`src/inc/lid_pkg.sv`:
```
// Shared constants and types for the legacy IO LPC/ISA positive decoder.
// Assumes a function 0 configuration space reached by dword with byte enables.
package lid_pkg;

   // ****************************************
   // Configuration offsets (byte addresses)
   // ****************************************
   localparam logic [7:0] OFF_INTR_CFG = 8'h4B;
   localparam logic [7:0] OFF_DEC_LEGACY_A = 8'h51;
   localparam logic [7:0] OFF_DEC_SERIAL = 8'h52;
   localparam logic [7:0] OFF_DEC_AUDIO_MIDI = 8'h53;
   localparam logic [7:0] OFF_DEC_SOUND_SIO = 8'h54;
   localparam logic [7:0] OFF_DEC_GAME_A = 8'h55;
   localparam logic [7:0] OFF_DEC_GAME_B = 8'h56;
   localparam logic [7:0] OFF_GENERIC_B0 = 8'h58;
   localparam logic [7:0] OFF_GENERIC_B1 = 8'h59;

   // ****************************************
   // Reset values and writable bits
   // ****************************************
   localparam logic [7:0] RST_BYTE = 8'h00;
   localparam logic [31:0] RST_GENERIC_WORD = 32'h0000_DE01;
   localparam logic [6:0] RST_GENERIC_BASE = RST_GENERIC_WORD[15:9];
   localparam logic [8:0] GENERIC_LOW_BITS = RST_GENERIC_WORD[8:0];
   localparam logic [6:0] GENERIC_OFF = 7'h00;
   localparam logic [7:0] WMASK_INTR_CFG = 8'h1F;
   localparam logic [7:0] WMASK_LEGACY_A = 8'hFB;
   localparam logic [7:0] WMASK_SERIAL = 8'hFF;
   localparam logic [7:0] WMASK_AUDIO_MIDI = 8'h7F;
   localparam logic [7:0] WMASK_SOUND_SIO = 8'h37;
   localparam logic [7:0] WMASK_GAME = 8'h1F;

   // ****************************************
   // Fixed IO addresses and window sizes
   // ****************************************
   localparam logic [15:0] PAR_BASE_0 = 16'h03BC;
   localparam logic [15:0] PAR_BASE_1 = 16'h0378;
   localparam logic [15:0] PAR_BASE_2 = 16'h0278;
   localparam logic [15:0] PAR_LEN_0 = 16'h0004;
   localparam logic [15:0] PAR_LEN_N = 16'h0008;
   localparam logic [15:0] PAR_EXT_STEP = 16'h0400;
   localparam logic [15:0] PAR_WR_ISA_PORT = 16'h0279;
   localparam logic [1:0] PAR_SEL_NONE = 2'b11;
   localparam logic [1:0] PAR_SEL_278 = 2'b10;
   localparam logic [15:0] FLOPPY_A_LO = 16'h03F0;
   localparam logic [15:0] FLOPPY_A_HI = 16'h03F5;
   localparam logic [15:0] FLOPPY_A_EXTRA = 16'h03F7;
   localparam logic [15:0] FLOPPY_B_LO = 16'h0370;
   localparam logic [15:0] FLOPPY_B_HI = 16'h0375;
   localparam logic [15:0] FLOPPY_B_EXTRA = 16'h0377;
   localparam logic [15:0] KBD_DATA_PORT = 16'h0060;
   localparam logic [15:0] KBD_CMD_PORT = 16'h0064;
   localparam logic [15:0] EC_DATA_PORT = 16'h0062;
   localparam logic [15:0] EC_CMD_PORT = 16'h0066;
   localparam logic [15:0] SERIAL_BASE_0 = 16'h03F8;
   localparam logic [15:0] SERIAL_BASE_1 = 16'h02F8;
   localparam logic [15:0] SERIAL_BASE_2 = 16'h0220;
   localparam logic [15:0] SERIAL_BASE_3 = 16'h0228;
   localparam logic [15:0] SERIAL_BASE_4 = 16'h0238;
   localparam logic [15:0] SERIAL_BASE_5 = 16'h02E8;
   localparam logic [15:0] SERIAL_BASE_6 = 16'h0338;
   localparam logic [15:0] SERIAL_BASE_7 = 16'h03E8;
   localparam logic [15:0] SERIAL_LEN = 16'h0008;
   localparam logic [15:0] AUDIO_BASE = 16'h0220;
   localparam logic [15:0] AUDIO_STEP = 16'h0020;
   localparam logic [15:0] AUDIO_LEN = 16'h0014;
   localparam logic [15:0] AUDIO_LEGACY_LO = 16'h0388;
   localparam logic [15:0] AUDIO_LEGACY_HI = 16'h0389;
   localparam logic [15:0] MIDI_BASE = 16'h0300;
   localparam logic [15:0] MIDI_STEP = 16'h0010;
   localparam logic [15:0] MIDI_LEN = 16'h0002;
   localparam logic [15:0] SOUND_BASE_0 = 16'h0530;
   localparam logic [15:0] SOUND_BASE_1 = 16'h0604;
   localparam logic [15:0] SOUND_BASE_2 = 16'h0E80;
   localparam logic [15:0] SOUND_BASE_3 = 16'h0F40;
   localparam logic [15:0] SOUND_LEN = 16'h0008;
   localparam logic [15:0] SIO_CFG_LO = 16'h002E;
   localparam logic [15:0] SIO_CFG_HI = 16'h002F;
   localparam logic [15:0] ALT_SIO_CFG_LO = 16'h004E;
   localparam logic [15:0] ALT_SIO_CFG_HI = 16'h004F;
   localparam logic [11:0] GAME_PAGE = 12'h020;

   // ****************************************
   // Register layouts
   // ****************************************
   typedef struct packed {
      logic [2:0] rsvd;
      logic [1:0] intrClockSelect;
      logic sciRedirect;
      logic smiRedirect;
      logic intrCtrlEnable;
   } lid_intr_cfg_s;

   typedef struct packed {
      logic ecRoute;
      logic keyboardCtrlRoute;
      logic floppySecondaryRoute;
      logic floppyPrimaryRoute;
      logic extendedParallelEnable;
      logic rsvd;
      logic [1:0] parallelWindowSelect;
   } lid_legacy_a_s;

   typedef struct packed {
      logic serialBRouteEn;
      logic [2:0] serialBWindow;
      logic serialARouteEn;
      logic [2:0] serialAWindow;
   } lid_serial_s;

   typedef struct packed {
      logic rsvd;
      logic midiRouteEn;
      logic [1:0] midiWindow;
      logic audioLegacyRoute;
      logic audioRouteEn;
      logic [1:0] audioWindow;
   } lid_audio_midi_s;

   typedef struct packed {
      logic [1:0] rsvdHi;
      logic altSuperioCfgRoute;
      logic superioCfgRoute;
      logic rsvdLo;
      logic soundSystemRouteEn;
      logic [1:0] soundSystemWindow;
   } lid_sound_sio_s;

   typedef struct packed {
      logic [2:0] rsvd;
      logic routeEn;
      logic [3:0] offset;
   } lid_game_s;

   typedef struct packed {
      lid_intr_cfg_s intrCfg;
      lid_legacy_a_s legacyA;
      lid_serial_s serial;
      lid_audio_midi_s audioMidi;
      lid_sound_sio_s soundSio;
      lid_game_s gameA;
      lid_game_s gameB;
      logic [6:0] genericWindowBase;
   } lid_cfg_s;

   // Outcome of one IO decode
   typedef struct packed {
      logic hit;
      logic toLpc;
      logic toIsa;
      logic toUsb;
   } lid_route_s;

endpackage : lid_pkg

```
`src/rtl/lid_legacy_io_decoder.sv`:
```
// Positive decoder for legacy IO and interrupt-controller memory cycles.
// Assumes the PCI target logic presents one decoded cycle at a time on mclk,
// and config cycles to function 0 arrive as dword address plus byte enables.
`timescale 1ns/1ps

module lid_legacy_io_decoder
   import lid_pkg::*;
#(
   parameter logic [31:0] INTR_WIN_BASE = 32'hFEC0_0000,
   parameter logic [31:0] INTR_WIN_SIZE = 32'h0000_1000
) (
   // Clock, reset and enable
   input wire logic mclk,
   input wire logic rst,
   input wire logic ce,
   // Configuration access, function 0
   input wire logic cfgSel,
   input wire logic cfgWr,
   input wire logic [5:0] cfgDwordAddr,
   input wire logic [3:0] cfgByteEn,
   input wire logic [31:0] cfgWrData,
   output logic [31:0] cfgRdData,
   output logic cfgRdValid,
   // IO cycle to decode
   input wire logic ioReq,
   input wire logic [15:0] ioAddr,
   input wire logic ioWrite,
   input wire logic usbEmulationControl,
   // IO decode result
   output logic ioDone,
   output logic ioHit,
   output logic ioToLpc,
   output logic ioToIsa,
   output logic ioToUsb,
   // Memory cycle to decode
   input wire logic memReq,
   input wire logic [31:0] memAddr,
   // Memory decode result
   output logic memDone,
   output logic memInWindow,
   output logic memToLegacy,
   output logic memToIntr,
   // Interrupt message bus control
   output logic intrMsgBusEnable
);

   // ****************************************
   // State
   // ****************************************
   typedef struct packed {
      lid_cfg_s cfg;
      logic [31:0] rdData;
      logic rdValid;
      logic ioDone;
      lid_route_s io;
      logic memDone;
      logic memInWindow;
      logic memToLegacy;
      logic memToIntr;
   } lid_state_s;

   lid_state_s state;
   lid_state_s next_state;

   // ****************************************
   // Helpers
   // ****************************************
   function automatic logic inWin(input logic [15:0] addr, input logic [15:0] base,
                                  input logic [15:0] len);
      logic [15:0] delta;
      delta = addr - base;
      inWin = (addr >= base) && (delta < len);
   endfunction : inWin

   function automatic logic [15:0] serialBase(input logic [2:0] sel);
      case (sel)
         3'b000: serialBase = SERIAL_BASE_0;
         3'b001: serialBase = SERIAL_BASE_1;
         3'b010: serialBase = SERIAL_BASE_2;
         3'b011: serialBase = SERIAL_BASE_3;
         3'b100: serialBase = SERIAL_BASE_4;
         3'b101: serialBase = SERIAL_BASE_5;
         3'b110: serialBase = SERIAL_BASE_6;
         default: serialBase = SERIAL_BASE_7;
      endcase
   endfunction : serialBase

   function automatic logic [15:0] soundBase(input logic [1:0] sel);
      case (sel)
         2'b00: soundBase = SOUND_BASE_0;
         2'b01: soundBase = SOUND_BASE_1;
         2'b10: soundBase = SOUND_BASE_2;
         default: soundBase = SOUND_BASE_3;
      endcase
   endfunction : soundBase

   // Readback of one config byte; unmapped bytes read zero
   function automatic logic [7:0] readByte(input lid_cfg_s cfg, input logic [7:0] off);
      case (off)
         OFF_INTR_CFG: readByte = cfg.intrCfg & WMASK_INTR_CFG;
         OFF_DEC_LEGACY_A: readByte = cfg.legacyA & WMASK_LEGACY_A;
         OFF_DEC_SERIAL: readByte = cfg.serial & WMASK_SERIAL;
         OFF_DEC_AUDIO_MIDI: readByte = cfg.audioMidi & WMASK_AUDIO_MIDI;
         OFF_DEC_SOUND_SIO: readByte = cfg.soundSio & WMASK_SOUND_SIO;
         OFF_DEC_GAME_A: readByte = cfg.gameA & WMASK_GAME;
         OFF_DEC_GAME_B: readByte = cfg.gameB & WMASK_GAME;
         OFF_GENERIC_B0: readByte = GENERIC_LOW_BITS[7:0];
         OFF_GENERIC_B1: readByte = {cfg.genericWindowBase, GENERIC_LOW_BITS[8]};
         default: readByte = RST_BYTE;
      endcase
   endfunction : readByte

   // ****************************************
   // IO window decode
   // ****************************************
   function automatic lid_route_s decodeIo(input lid_cfg_s cfg, input logic [15:0] addr,
                                           input logic wr, input logic usbEmu);
      lid_route_s r;
      logic [15:0] parBase;
      logic [15:0] parLen;
      logic parOn;
      logic lpc;
      logic isa;
      logic [15:0] audBase;
      logic [15:0] midBase;
      r = '0;
      lpc = 1'b0;
      isa = 1'b0;
      parOn = 1'b1;
      parLen = PAR_LEN_N;
      case (cfg.legacyA.parallelWindowSelect)
         2'b00: begin
            parBase = PAR_BASE_0;
            parLen = PAR_LEN_0;
         end
         2'b01: parBase = PAR_BASE_1;
         2'b10: parBase = PAR_BASE_2;
         default: begin
            parBase = PAR_BASE_0;
            parOn = 1'b0;
         end
      endcase
      if (parOn && inWin(addr, parBase, parLen)) begin
         if (cfg.legacyA.parallelWindowSelect == PAR_SEL_278 && addr == PAR_WR_ISA_PORT
             && wr) begin
            isa = 1'b1;
         end else begin
            lpc = 1'b1;
         end
      end
      if (parOn && cfg.legacyA.extendedParallelEnable
          && inWin(addr, parBase + PAR_EXT_STEP, parLen)) begin
         lpc = 1'b1;
      end
      // Floppy controllers
      if ((addr >= FLOPPY_A_LO && addr <= FLOPPY_A_HI) || addr == FLOPPY_A_EXTRA) begin
         lpc = lpc | cfg.legacyA.floppyPrimaryRoute;
         isa = isa | ~cfg.legacyA.floppyPrimaryRoute;
      end
      if ((addr >= FLOPPY_B_LO && addr <= FLOPPY_B_HI) || addr == FLOPPY_B_EXTRA) begin
         lpc = lpc | cfg.legacyA.floppySecondaryRoute;
         isa = isa | ~cfg.legacyA.floppySecondaryRoute;
      end
      // Keyboard ports leave the LPC/ISA choice entirely when emulated
      if (addr == KBD_DATA_PORT || addr == KBD_CMD_PORT) begin
         if (usbEmu) begin
            r.toUsb = 1'b1;
         end else begin
            lpc = lpc | cfg.legacyA.keyboardCtrlRoute;
            isa = isa | ~cfg.legacyA.keyboardCtrlRoute;
         end
      end
      if (addr == EC_DATA_PORT || addr == EC_CMD_PORT) begin
         lpc = lpc | cfg.legacyA.ecRoute;
         isa = isa | ~cfg.legacyA.ecRoute;
      end
      // Serial ports
      if (inWin(addr, serialBase(cfg.serial.serialAWindow), SERIAL_LEN)) begin
         lpc = lpc | cfg.serial.serialARouteEn;
         isa = isa | ~cfg.serial.serialARouteEn;
      end
      if (inWin(addr, serialBase(cfg.serial.serialBWindow), SERIAL_LEN)) begin
         lpc = lpc | cfg.serial.serialBRouteEn;
         isa = isa | ~cfg.serial.serialBRouteEn;
      end
      // Audio, legacy audio and MIDI
      audBase = AUDIO_BASE + AUDIO_STEP * {14'h0000, cfg.audioMidi.audioWindow};
      if (inWin(addr, audBase, AUDIO_LEN)) begin
         lpc = lpc | cfg.audioMidi.audioRouteEn;
         isa = isa | ~cfg.audioMidi.audioRouteEn;
      end
      if (addr >= AUDIO_LEGACY_LO && addr <= AUDIO_LEGACY_HI) begin
         lpc = lpc | cfg.audioMidi.audioLegacyRoute;
         isa = isa | ~cfg.audioMidi.audioLegacyRoute;
      end
      midBase = MIDI_BASE + MIDI_STEP * {14'h0000, cfg.audioMidi.midiWindow};
      if (inWin(addr, midBase, MIDI_LEN)) begin
         lpc = lpc | cfg.audioMidi.midiRouteEn;
         isa = isa | ~cfg.audioMidi.midiRouteEn;
      end
      // Sound system and super-IO configuration ports
      if (inWin(addr, soundBase(cfg.soundSio.soundSystemWindow), SOUND_LEN)) begin
         lpc = lpc | cfg.soundSio.soundSystemRouteEn;
         isa = isa | ~cfg.soundSio.soundSystemRouteEn;
      end
      if (addr >= SIO_CFG_LO && addr <= SIO_CFG_HI) begin
         lpc = lpc | cfg.soundSio.superioCfgRoute;
         isa = isa | ~cfg.soundSio.superioCfgRoute;
      end
      if (addr >= ALT_SIO_CFG_LO && addr <= ALT_SIO_CFG_HI) begin
         lpc = lpc | cfg.soundSio.altSuperioCfgRoute;
         isa = isa | ~cfg.soundSio.altSuperioCfgRoute;
      end
      // Game ports, one byte each
      if (addr == {GAME_PAGE, cfg.gameA.offset}) begin
         lpc = lpc | cfg.gameA.routeEn;
         isa = isa | ~cfg.gameA.routeEn;
      end
      if (addr == {GAME_PAGE, cfg.gameB.offset}) begin
         lpc = lpc | cfg.gameB.routeEn;
         isa = isa | ~cfg.gameB.routeEn;
      end
      // Generic window has no ISA fallback of its own
      if (cfg.genericWindowBase != GENERIC_OFF
          && addr[15:9] == cfg.genericWindowBase) begin
         lpc = 1'b1;
      end
      // Overlaps: LPC wins; unmatched cycles still go to ISA
      r.hit = lpc | isa | r.toUsb;
      r.toLpc = lpc & ~r.toUsb;
      r.toIsa = ~lpc & ~r.toUsb;
      decodeIo = r;
   endfunction : decodeIo

   // ****************************************
   // Next state
   // ****************************************
   always_comb begin
      logic [7:0] off;
      logic [7:0] wb;
      logic [31:0] memDelta;
      off = '0;
      wb = '0;
      memDelta = '0;
      next_state = state;
      next_state.rdValid = 1'b0;
      next_state.ioDone = 1'b0;
      next_state.memDone = 1'b0;

      // Config access, byte lanes handled one at a time
      if (cfgSel) begin
         for (int lane = 0; lane < 4; lane++) begin
            off = {cfgDwordAddr, lane[1:0]};
            wb = cfgWrData[lane*8 +: 8];
            if (cfgWr && cfgByteEn[lane]) begin
               case (off)
                  OFF_INTR_CFG: next_state.cfg.intrCfg = wb & WMASK_INTR_CFG;
                  OFF_DEC_LEGACY_A: next_state.cfg.legacyA = wb & WMASK_LEGACY_A;
                  OFF_DEC_SERIAL: next_state.cfg.serial = wb & WMASK_SERIAL;
                  OFF_DEC_AUDIO_MIDI: next_state.cfg.audioMidi = wb & WMASK_AUDIO_MIDI;
                  OFF_DEC_SOUND_SIO: next_state.cfg.soundSio = wb & WMASK_SOUND_SIO;
                  OFF_DEC_GAME_A: next_state.cfg.gameA = wb & WMASK_GAME;
                  OFF_DEC_GAME_B: next_state.cfg.gameB = wb & WMASK_GAME;
                  OFF_GENERIC_B1: next_state.cfg.genericWindowBase = wb[7:1];
                  default: begin
                  end
               endcase
            end
            next_state.rdData[lane*8 +: 8] = (!cfgWr && cfgByteEn[lane])
                                             ? readByte(state.cfg, off) : 8'h00;
         end
         next_state.rdValid = ~cfgWr;
      end

      // IO decode, answered one cycle later
      if (ioReq) begin
         next_state.ioDone = 1'b1;
         next_state.io = decodeIo(state.cfg, ioAddr, ioWrite, usbEmulationControl);
      end

      // Memory cycle against the interrupt-controller window
      if (memReq) begin
         memDelta = memAddr - INTR_WIN_BASE;
         next_state.memDone = 1'b1;
         next_state.memInWindow = (memAddr >= INTR_WIN_BASE) && (memDelta < INTR_WIN_SIZE);
         next_state.memToIntr = next_state.memInWindow
                                && state.cfg.intrCfg.intrCtrlEnable;
         next_state.memToLegacy = next_state.memInWindow
                                  && !state.cfg.intrCfg.intrCtrlEnable;
      end
   end

   // ****************************************
   // Register
   // ****************************************
   always_ff @(posedge mclk) begin
      if (rst) begin
         state <= '0;
         state.cfg.genericWindowBase <= RST_GENERIC_BASE;
      end else if (ce) begin
         state <= next_state;
      end
   end

   // ****************************************
   // Outputs
   // ****************************************
   assign cfgRdData = state.rdData;
   assign cfgRdValid = state.rdValid;
   assign ioDone = state.ioDone;
   assign ioHit = state.io.hit;
   assign ioToLpc = state.io.toLpc;
   assign ioToIsa = state.io.toIsa;
   assign ioToUsb = state.io.toUsb;
   assign memDone = state.memDone;
   assign memInWindow = state.memInWindow;
   assign memToLegacy = state.memToLegacy;
   assign memToIntr = state.memToIntr;
   // Message bus idles whenever the controller is off
   assign intrMsgBusEnable = state.cfg.intrCfg.intrCtrlEnable;

endmodule : lid_legacy_io_decoder

```
`config.mk`:
```
export PLATFORM = sky130hd
export DESIGN_NAME = lid_legacy_io_decoder
export DESIGN_NICKNAME = d
export VERILOG_FILES = /design/src/inc/lid_pkg.sv /design/src/rtl/lid_legacy_io_decoder.sv
export SDC_FILE = /design/constraint.sdc
export NUM_CORES = 1
export LEC_CHECK = 0
export BUFFER_PORTS_ARGS = -buffer_cell sky130_fd_sc_hd__buf_4
export CAP_MARGIN = 40
export CORE_MARGIN = 5
export CORE_UTILIZATION = 56
export CTS_CLUSTER_DIAMETER = 50
export CTS_CLUSTER_SIZE = 30
export DETAILED_ROUTE_END_ITERATION = 8
export GPL_TIMING_DRIVEN = 0
export PLACE_DENSITY = 0.83
export RECOVER_POWER = 100
export REMOVE_ABC_BUFFERS = 1
export SYNTH_ARGS = -nofsm -noshare
export SYNTH_HDL_FRONTEND = slang
export SYNTH_SLANG_ARGS = --single-unit
```
`constraint.sdc`:
```
create_clock -name mclk -period 4.97 [get_ports mclk]
set_input_delay 0.994 -clock mclk [delete_from_list [all_inputs] [get_ports mclk]]
set_output_delay 0.994 -clock mclk [all_outputs]
set_load 0.005 [all_outputs]
```
After elaboration in Yosys (flattened, before gate mapping)

Index checks and enable logic that the tools add are counted.

$add $sub $neg: 11
Order comparisons: 26
Eq/ne operators: 30
Multiplexer cells: 104
Bitwise operators: 49
Reductions and logical operators: 44

Operator list:

| operator                                                            | number |
|---|---|
| one-hot mux 9 bit (7 select lines)                                  | 2 |
| greater-or-equal comparator 16 bit                                  | 5 |
| two-way mux 16 bit                                                  | 5 |
| subtractor 16 bit                                                   | 5 |
| two-way mux 1 bit                                                   | 72 |
| two-way mux 8 bit                                                   | 9 |
| == test 16 x 7 -> 1 bit, second input constant                      | 4 |
| two-way mux 63 bit                                                  | 1 |
| two-way mux 55 bit                                                  | 1 |
| == test 16 x 10 -> 1 bit, second input constant                     | 3 |
| greater-or-equal comparator 16 x 10 -> 1 bit, second input constant | 3 |
| <= comparator 16 x 10 -> 1 bit, second input constant               | 3 |
| less-than comparator 16 x 4 -> 1 bit, second input constant         | 3 |
| two-way mux 47 bit                                                  | 1 |
| one-hot mux 12 bit (3 select lines)                                 | 1 |
| == test 16 x 10 -> 1 bit                                            | 2 |
| greater-or-equal comparator 16 x 11 -> 1 bit                        | 2 |
| greater-or-equal comparator 32 bit, second input constant           | 1 |
| less-than comparator 16 bit                                         | 2 |
| less-than comparator 32 x 13 -> 1 bit, second input constant        | 1 |
| subtractor 16 x 11 -> 16 bit                                        | 2 |
| subtractor 32 bit, second input constant                            | 1 |
| two-way mux 31 bit                                                  | 1 |
| OR 1 bit                                                            | 30 |
| other kinds (35)                                                    | 104 |

Register bits: 105
Bits of input ports: 99
Logic and storage cells: 310

Longest topological paths before layout

Word-level depth: 57
Gate-level depth with buffers: 14
Depth with buffers taken out: 14

Least setup slack after synthesis

No wires, ideal clock.

Path kind: input-to-reg
From: input ioAddr[5]
To: register state (netlist bit ioToIsa)
Arrival time: 3.704 ns
Required time: 4.854 ns
Setup slack: 1.150 ns
Cell stages on the path: 12
Path buffers: 2
Path through: clkbuf_1 > buf_1 > inv_1 > fa_1 > nor3b_1 > o21ai_0 > xor2_1 > o211ai_1 > or4_1 > o211ai_2 > nor3_2 > a41o_1

Cells in the longest elaborated chain, start to end: 53
Elaborated cells on any way between the ends: 113
Those cells by class: add/sub (7); order compare (24); eq/ne (9); mux (36); bitwise (17); reduce/logical (20)

RTL lines:

| what                                                                    | RTL line                                                   | text |
|---|---|---|
| start, declared                                                         | lid_legacy_io_decoder.sv:26                                | `input wire logic [15:0] ioAddr,` |
| subtractor 16 bit / == test 16 x 10 -> 1 bit (equally long branches)    | lid_legacy_io_decoder.sv:71, lid_legacy_io_decoder.sv:144  |  |
| less-than comparator 16 bit / logical AND 1 bit (equally long branches) | lid_legacy_io_decoder.sv:72, lid_legacy_io_decoder.sv:144  |  |
| logical AND 1 bit (on tied branches)                                    | lid_legacy_io_decoder.sv:72, lid_legacy_io_decoder.sv:145  |  |
| logical AND 1 bit / two-way mux 1 bit (equally long branches)           | lid_legacy_io_decoder.sv:143, lid_legacy_io_decoder.sv:144 |  |
| two-way mux 1 bit                                                       | lid_legacy_io_decoder.sv:143                               | `if (parOn && inWin(addr, parBase, parLen)) begin` |
| two-way mux 1 bit                                                       | lid_legacy_io_decoder.sv:151                               | `if (parOn && cfg.legacyA.extendedParallelEnable` |
| two-way mux 1 bit                                                       | lid_legacy_io_decoder.sv:276                               | `if (ioReq) begin` |
| OR 1 bit                                                                | lid_legacy_io_decoder.sv:157                               | `lpc = lpc \| cfg.legacyA.floppyPrimaryRoute;` |
| [... 37 more ...]                                                       | n/a                                                        |  |
| two-way mux 1 bit                                                       | lid_legacy_io_decoder.sv:215                               | `if (addr == {GAME_PAGE, cfg.gameA.offset}) begin` |
| two-way mux 1 bit                                                       | lid_legacy_io_decoder.sv:276                               |  |
| OR 1 bit                                                                | lid_legacy_io_decoder.sv:220                               | `lpc = lpc \| cfg.gameB.routeEn;` |
| two-way mux 1 bit                                                       | lid_legacy_io_decoder.sv:219                               | `if (addr == {GAME_PAGE, cfg.gameB.offset}) begin` |
| two-way mux 1 bit                                                       | lid_legacy_io_decoder.sv:224                               | `if (cfg.genericWindowBase != GENERIC_OFF` |
| two-way mux 1 bit                                                       | lid_legacy_io_decoder.sv:276                               |  |
| inverter 1 bit                                                          | lid_legacy_io_decoder.sv:231                               | `r.toIsa = ~lpc & ~r.toUsb;` |
| bitwise AND 1 bit *                                                     | lid_legacy_io_decoder.sv:231                               |  |
| end signal, assigned                                                    | lid_legacy_io_decoder.sv:301                               | `state <= next_state;` |
| end, declared                                                           | lid_legacy_io_decoder.sv:62                                | `lid_state_s state;` |

Every way passes the cells marked *; elsewhere a longest branch is shown, timed or not. The select of a mux whose other input is x is not followed.
A chain may end at the register's enable or synchronous reset.

==> flow_metrics.env <==
export IMPL_syn_area_per_cell_um2=7.957
export IMPL_finalNetCount=1028
export IMPL_cts_sinks=87
export IMPL_path_cells="clkbuf_1, and3b_1, a41o_1"
export IMPL_timing_fmax_ghz=0.2451
export IMPL_htreeDepth=3
export IMPL_initial_core_util_pct=57.52
export IMPL_failed_checks="capacitance limit, slew limit"
export IMPL_antenna_cells=0
export IMPL_layout_drive_gt1_share_pct=16.87
export IMPL_vias=6549
export IMPL_met2_length_mm=8.499
export IMPL_area_growth_pct=14.02
export IMPL_slew_limit_headroom_pct=-156.0
export IMPL_grt_pass1_wl_mm=29.90
export IMPL_synth_seq_cells=87
export IMPL_viasPerCell=6.346
export IMPL_rows=39
export IMPL_slew_violations=89
export IMPL_drcViolationCount=0
export IMPL_synth_area_leaders="dfxtp_1 26%, mux2i_1 7.6%, ha_1 7.2%"
export IMPL_yosysWarnings=0
export IMPL_initialDrtViolationCount=835
export IMPL_synth_cell_area_um2=6596
export IMPL_wire_per_inst_um=17.99
export IMPL_cts_made_buffers=9
export IMPL_cp_arrival_ns=4.30
export IMPL_synth_top_cell_by_area="dfxtp_1"
export IMPL_synthArstFlopShare_pct=0
export IMPL_root_buffer="clkbuf_16"
export IMPL_finalSetupTns_ns=0
export IMPL_clockBufferDepth=2
export IMPL_synth_most_common_cell="nor2_1"
export IMPL_startpoint_type="input port"
export IMPL_synth_top_area_share_pct=26.40
export IMPL_worst_skew_pair_late_latency_ns=0.33
export IMPL_crit_buf_inv=1
export IMPL_r2r_worst_path_cells=14
export IMPL_worst_clock_skew_ns=0.006492
export IMPL_pin_count=142
export IMPL_p_per_area_nw_per_um2=211.6
export IMPL_cp_end_kind="flip-flop"
export IMPL_dr_max_layer_used="met4"
export IMPL_grt_max_degree=89
export IMPL_cts_resized=0
export IMPL_worst_setup_path_type="input port to flip-flop"
export IMPL_die_area_um2=14050
export IMPL_fin_crit_ns=4.080
export IMPL_ir_worst_vdd_uv=215.0
export IMPL_wl_met3_mm=1.711
export IMPL_die_w_um=118.5
export IMPL_crit_required_ns=5.19
export IMPL_ctsHoldBuffers=0
export IMPL_drv_cap=1
export IMPL_fin_crit_sh_pct=82.09
export IMPL_hold_path_class="flip-flop to flip-flop"
export IMPL_m1WireLength_mm=7.935
export IMPL_ant_nets=0
export IMPL_gp_congestion=0.9021
export IMPL_crit_slowest_cell="clkbuf_1"
export IMPL_hpwl_mm=13.54
export IMPL_antenna_found_initial=0
export IMPL_synth_edf_count=0
export IMPL_postCtsSetupBuffers=0
export IMPL_dr_pass1_iters=6
export IMPL_fillers=974
export IMPL_rsz0062_at_grt="no"
export IMPL_ys_types=69
export IMPL_hold_viol=0
export IMPL_worst_path_stages=3
export IMPL_yosysSeqAreaShare_pct=26.40
export IMPL_tightest_slew_ns=3.841
export IMPL_crit_path_max_incr_delay_ns=2.65
export IMPL_netlist_instances=829
export IMPL_grt_pass1_vias=6022
export IMPL_synth_top_flop_cell="dfxtp_1"
export IMPL_grt_use_total_pct=25.19
export IMPL_finalSetupViolCount=0
export IMPL_cts_tree="done"
export IMPL_cp_max_fo=88
export IMPL_drt_total_wl_mm=18.56
export IMPL_p_leak_nw=3.198
export IMPL_core_area_um2=11470
export IMPL_critical_path_top_delay_family="buffers and inverters"
export IMPL_cts_clk_slew_worst_paths_ns=0.05
export IMPL_outcome="finished with violations"
export IMPL_grt_ovfl_total=0
export IMPL_ys_top_cells_by_count="110 x nor2_1, 87 x dfxtp_1, 50 x mux2i_1"
export IMPL_hold_depth=2
export IMPL_fin_util_pct=65.59
export IMPL_io_buffer_count=121
export IMPL_die_h_um=118.5
report_power, final:
part | switching (mW) | internal, mW | total [mW]
sequential | 0.00234 | 0.700 | 0.703
combinational | 0.149 | 0.108 | 0.257
clock | 0.251 | 0.380 | 0.631
total | 0.402 | 1.19 | 1.59
final timing paths:
| kind | start | endpoint | slack, ns |
|---|---|---|---|
| max reg2reg | state[89] | ioHit | 1.20 |
| min reg2reg | memDone | memDone | 0.46 |
| min | memDone | memDone | 0.46 |
| max | rst | ioToIsa | 0.89 |
per-stage QoR:
step	cell area [µm²]	power (mW)	hold slack, ns	setup WS (ns)	instances
after floorplan	6177	0.8358	0.4467	1.677	752
after global placement	7264	0.9654	0.4521	1.072	1016
after detailed placement	7284	0.9696	0.4528	1.072	1018
after CTS	7552	1.594	0.4649	1.320	1031
after global routing	7521	1.650	0.4832	0.7050	1032
final	7521	1.591	0.4585	0.8899	1032
cell type report:
type	instances	area, µm²	area share (%)
clock buffer	11	232.7	3.094
inverter	34	127.6	1.697
tap	143	178.9	2.379
clock inverter	2	35.03	0.4658
sequential	87	1742	23.16
multi-input combinational	631	4302	57.20
timing repair buffer	124	903.4	12.01
registers in the layout, indices dropped and copies added, names as in the netlist:
register,flops
ioToLpc,1
cfgRdValid,1
ioDone,1
memToLegacy,1
memToIntr,1
state,48
ioToUsb,1
memInWindow,1
memDone,1
intrMsgBusEnable,1
ioToIsa,1
cfgRdData,28
ioHit,1
metal layers:
metal,vias up,global-route usage [%]
met1,3069,34.71
met3,32,4.919
li1,3103,-
met4,0,9.568
met5,-,0
met2,345,39.02
cell usage in the layout, fill, tap and decap left out, drive strengths merged, types with 11 or more instances in the layout:
master / count
a21oi: 40
a22oi: 21
buf: 84
clkbuf: 51
dfxtp: 87
ha: 38
inv: 34
mux2i: 50
nand2: 43
nand2b: 11
nand3: 22
nand4: 15
nor2: 110
nor2b: 21
nor3: 24
nor4: 17
o21ai: 35
xnor2: 12
xor2: 18
kinds of logic (layout without fill, tap and decap cells):
family / count (synthesis) / after routing / synth area share, %
AOI/OAI and AO/OA: 176 / 176 / 18.72
xor gates and xnor gates: 30 / 30 / 3.983
adders and majority gates: 42 / 42 / 8.422
buffers and inverters: 114 / 171 / 8.460
DFF: 87 / 87 / 26.40
muxes: 55 / 55 / 8.441
other: 1 / 4 / 0.05685
and+or+nand+nor: 324 / 324 / 25.51
tightest hold or removal path: cells and delay by family, from the launching register on:
family,cells,cell delay [ns]
AOI/OAI and AO/OA,1,0.05
DFF,1,0.31
and+or+nand+nor,1,0.05
(Power assumes the default switching activity.)
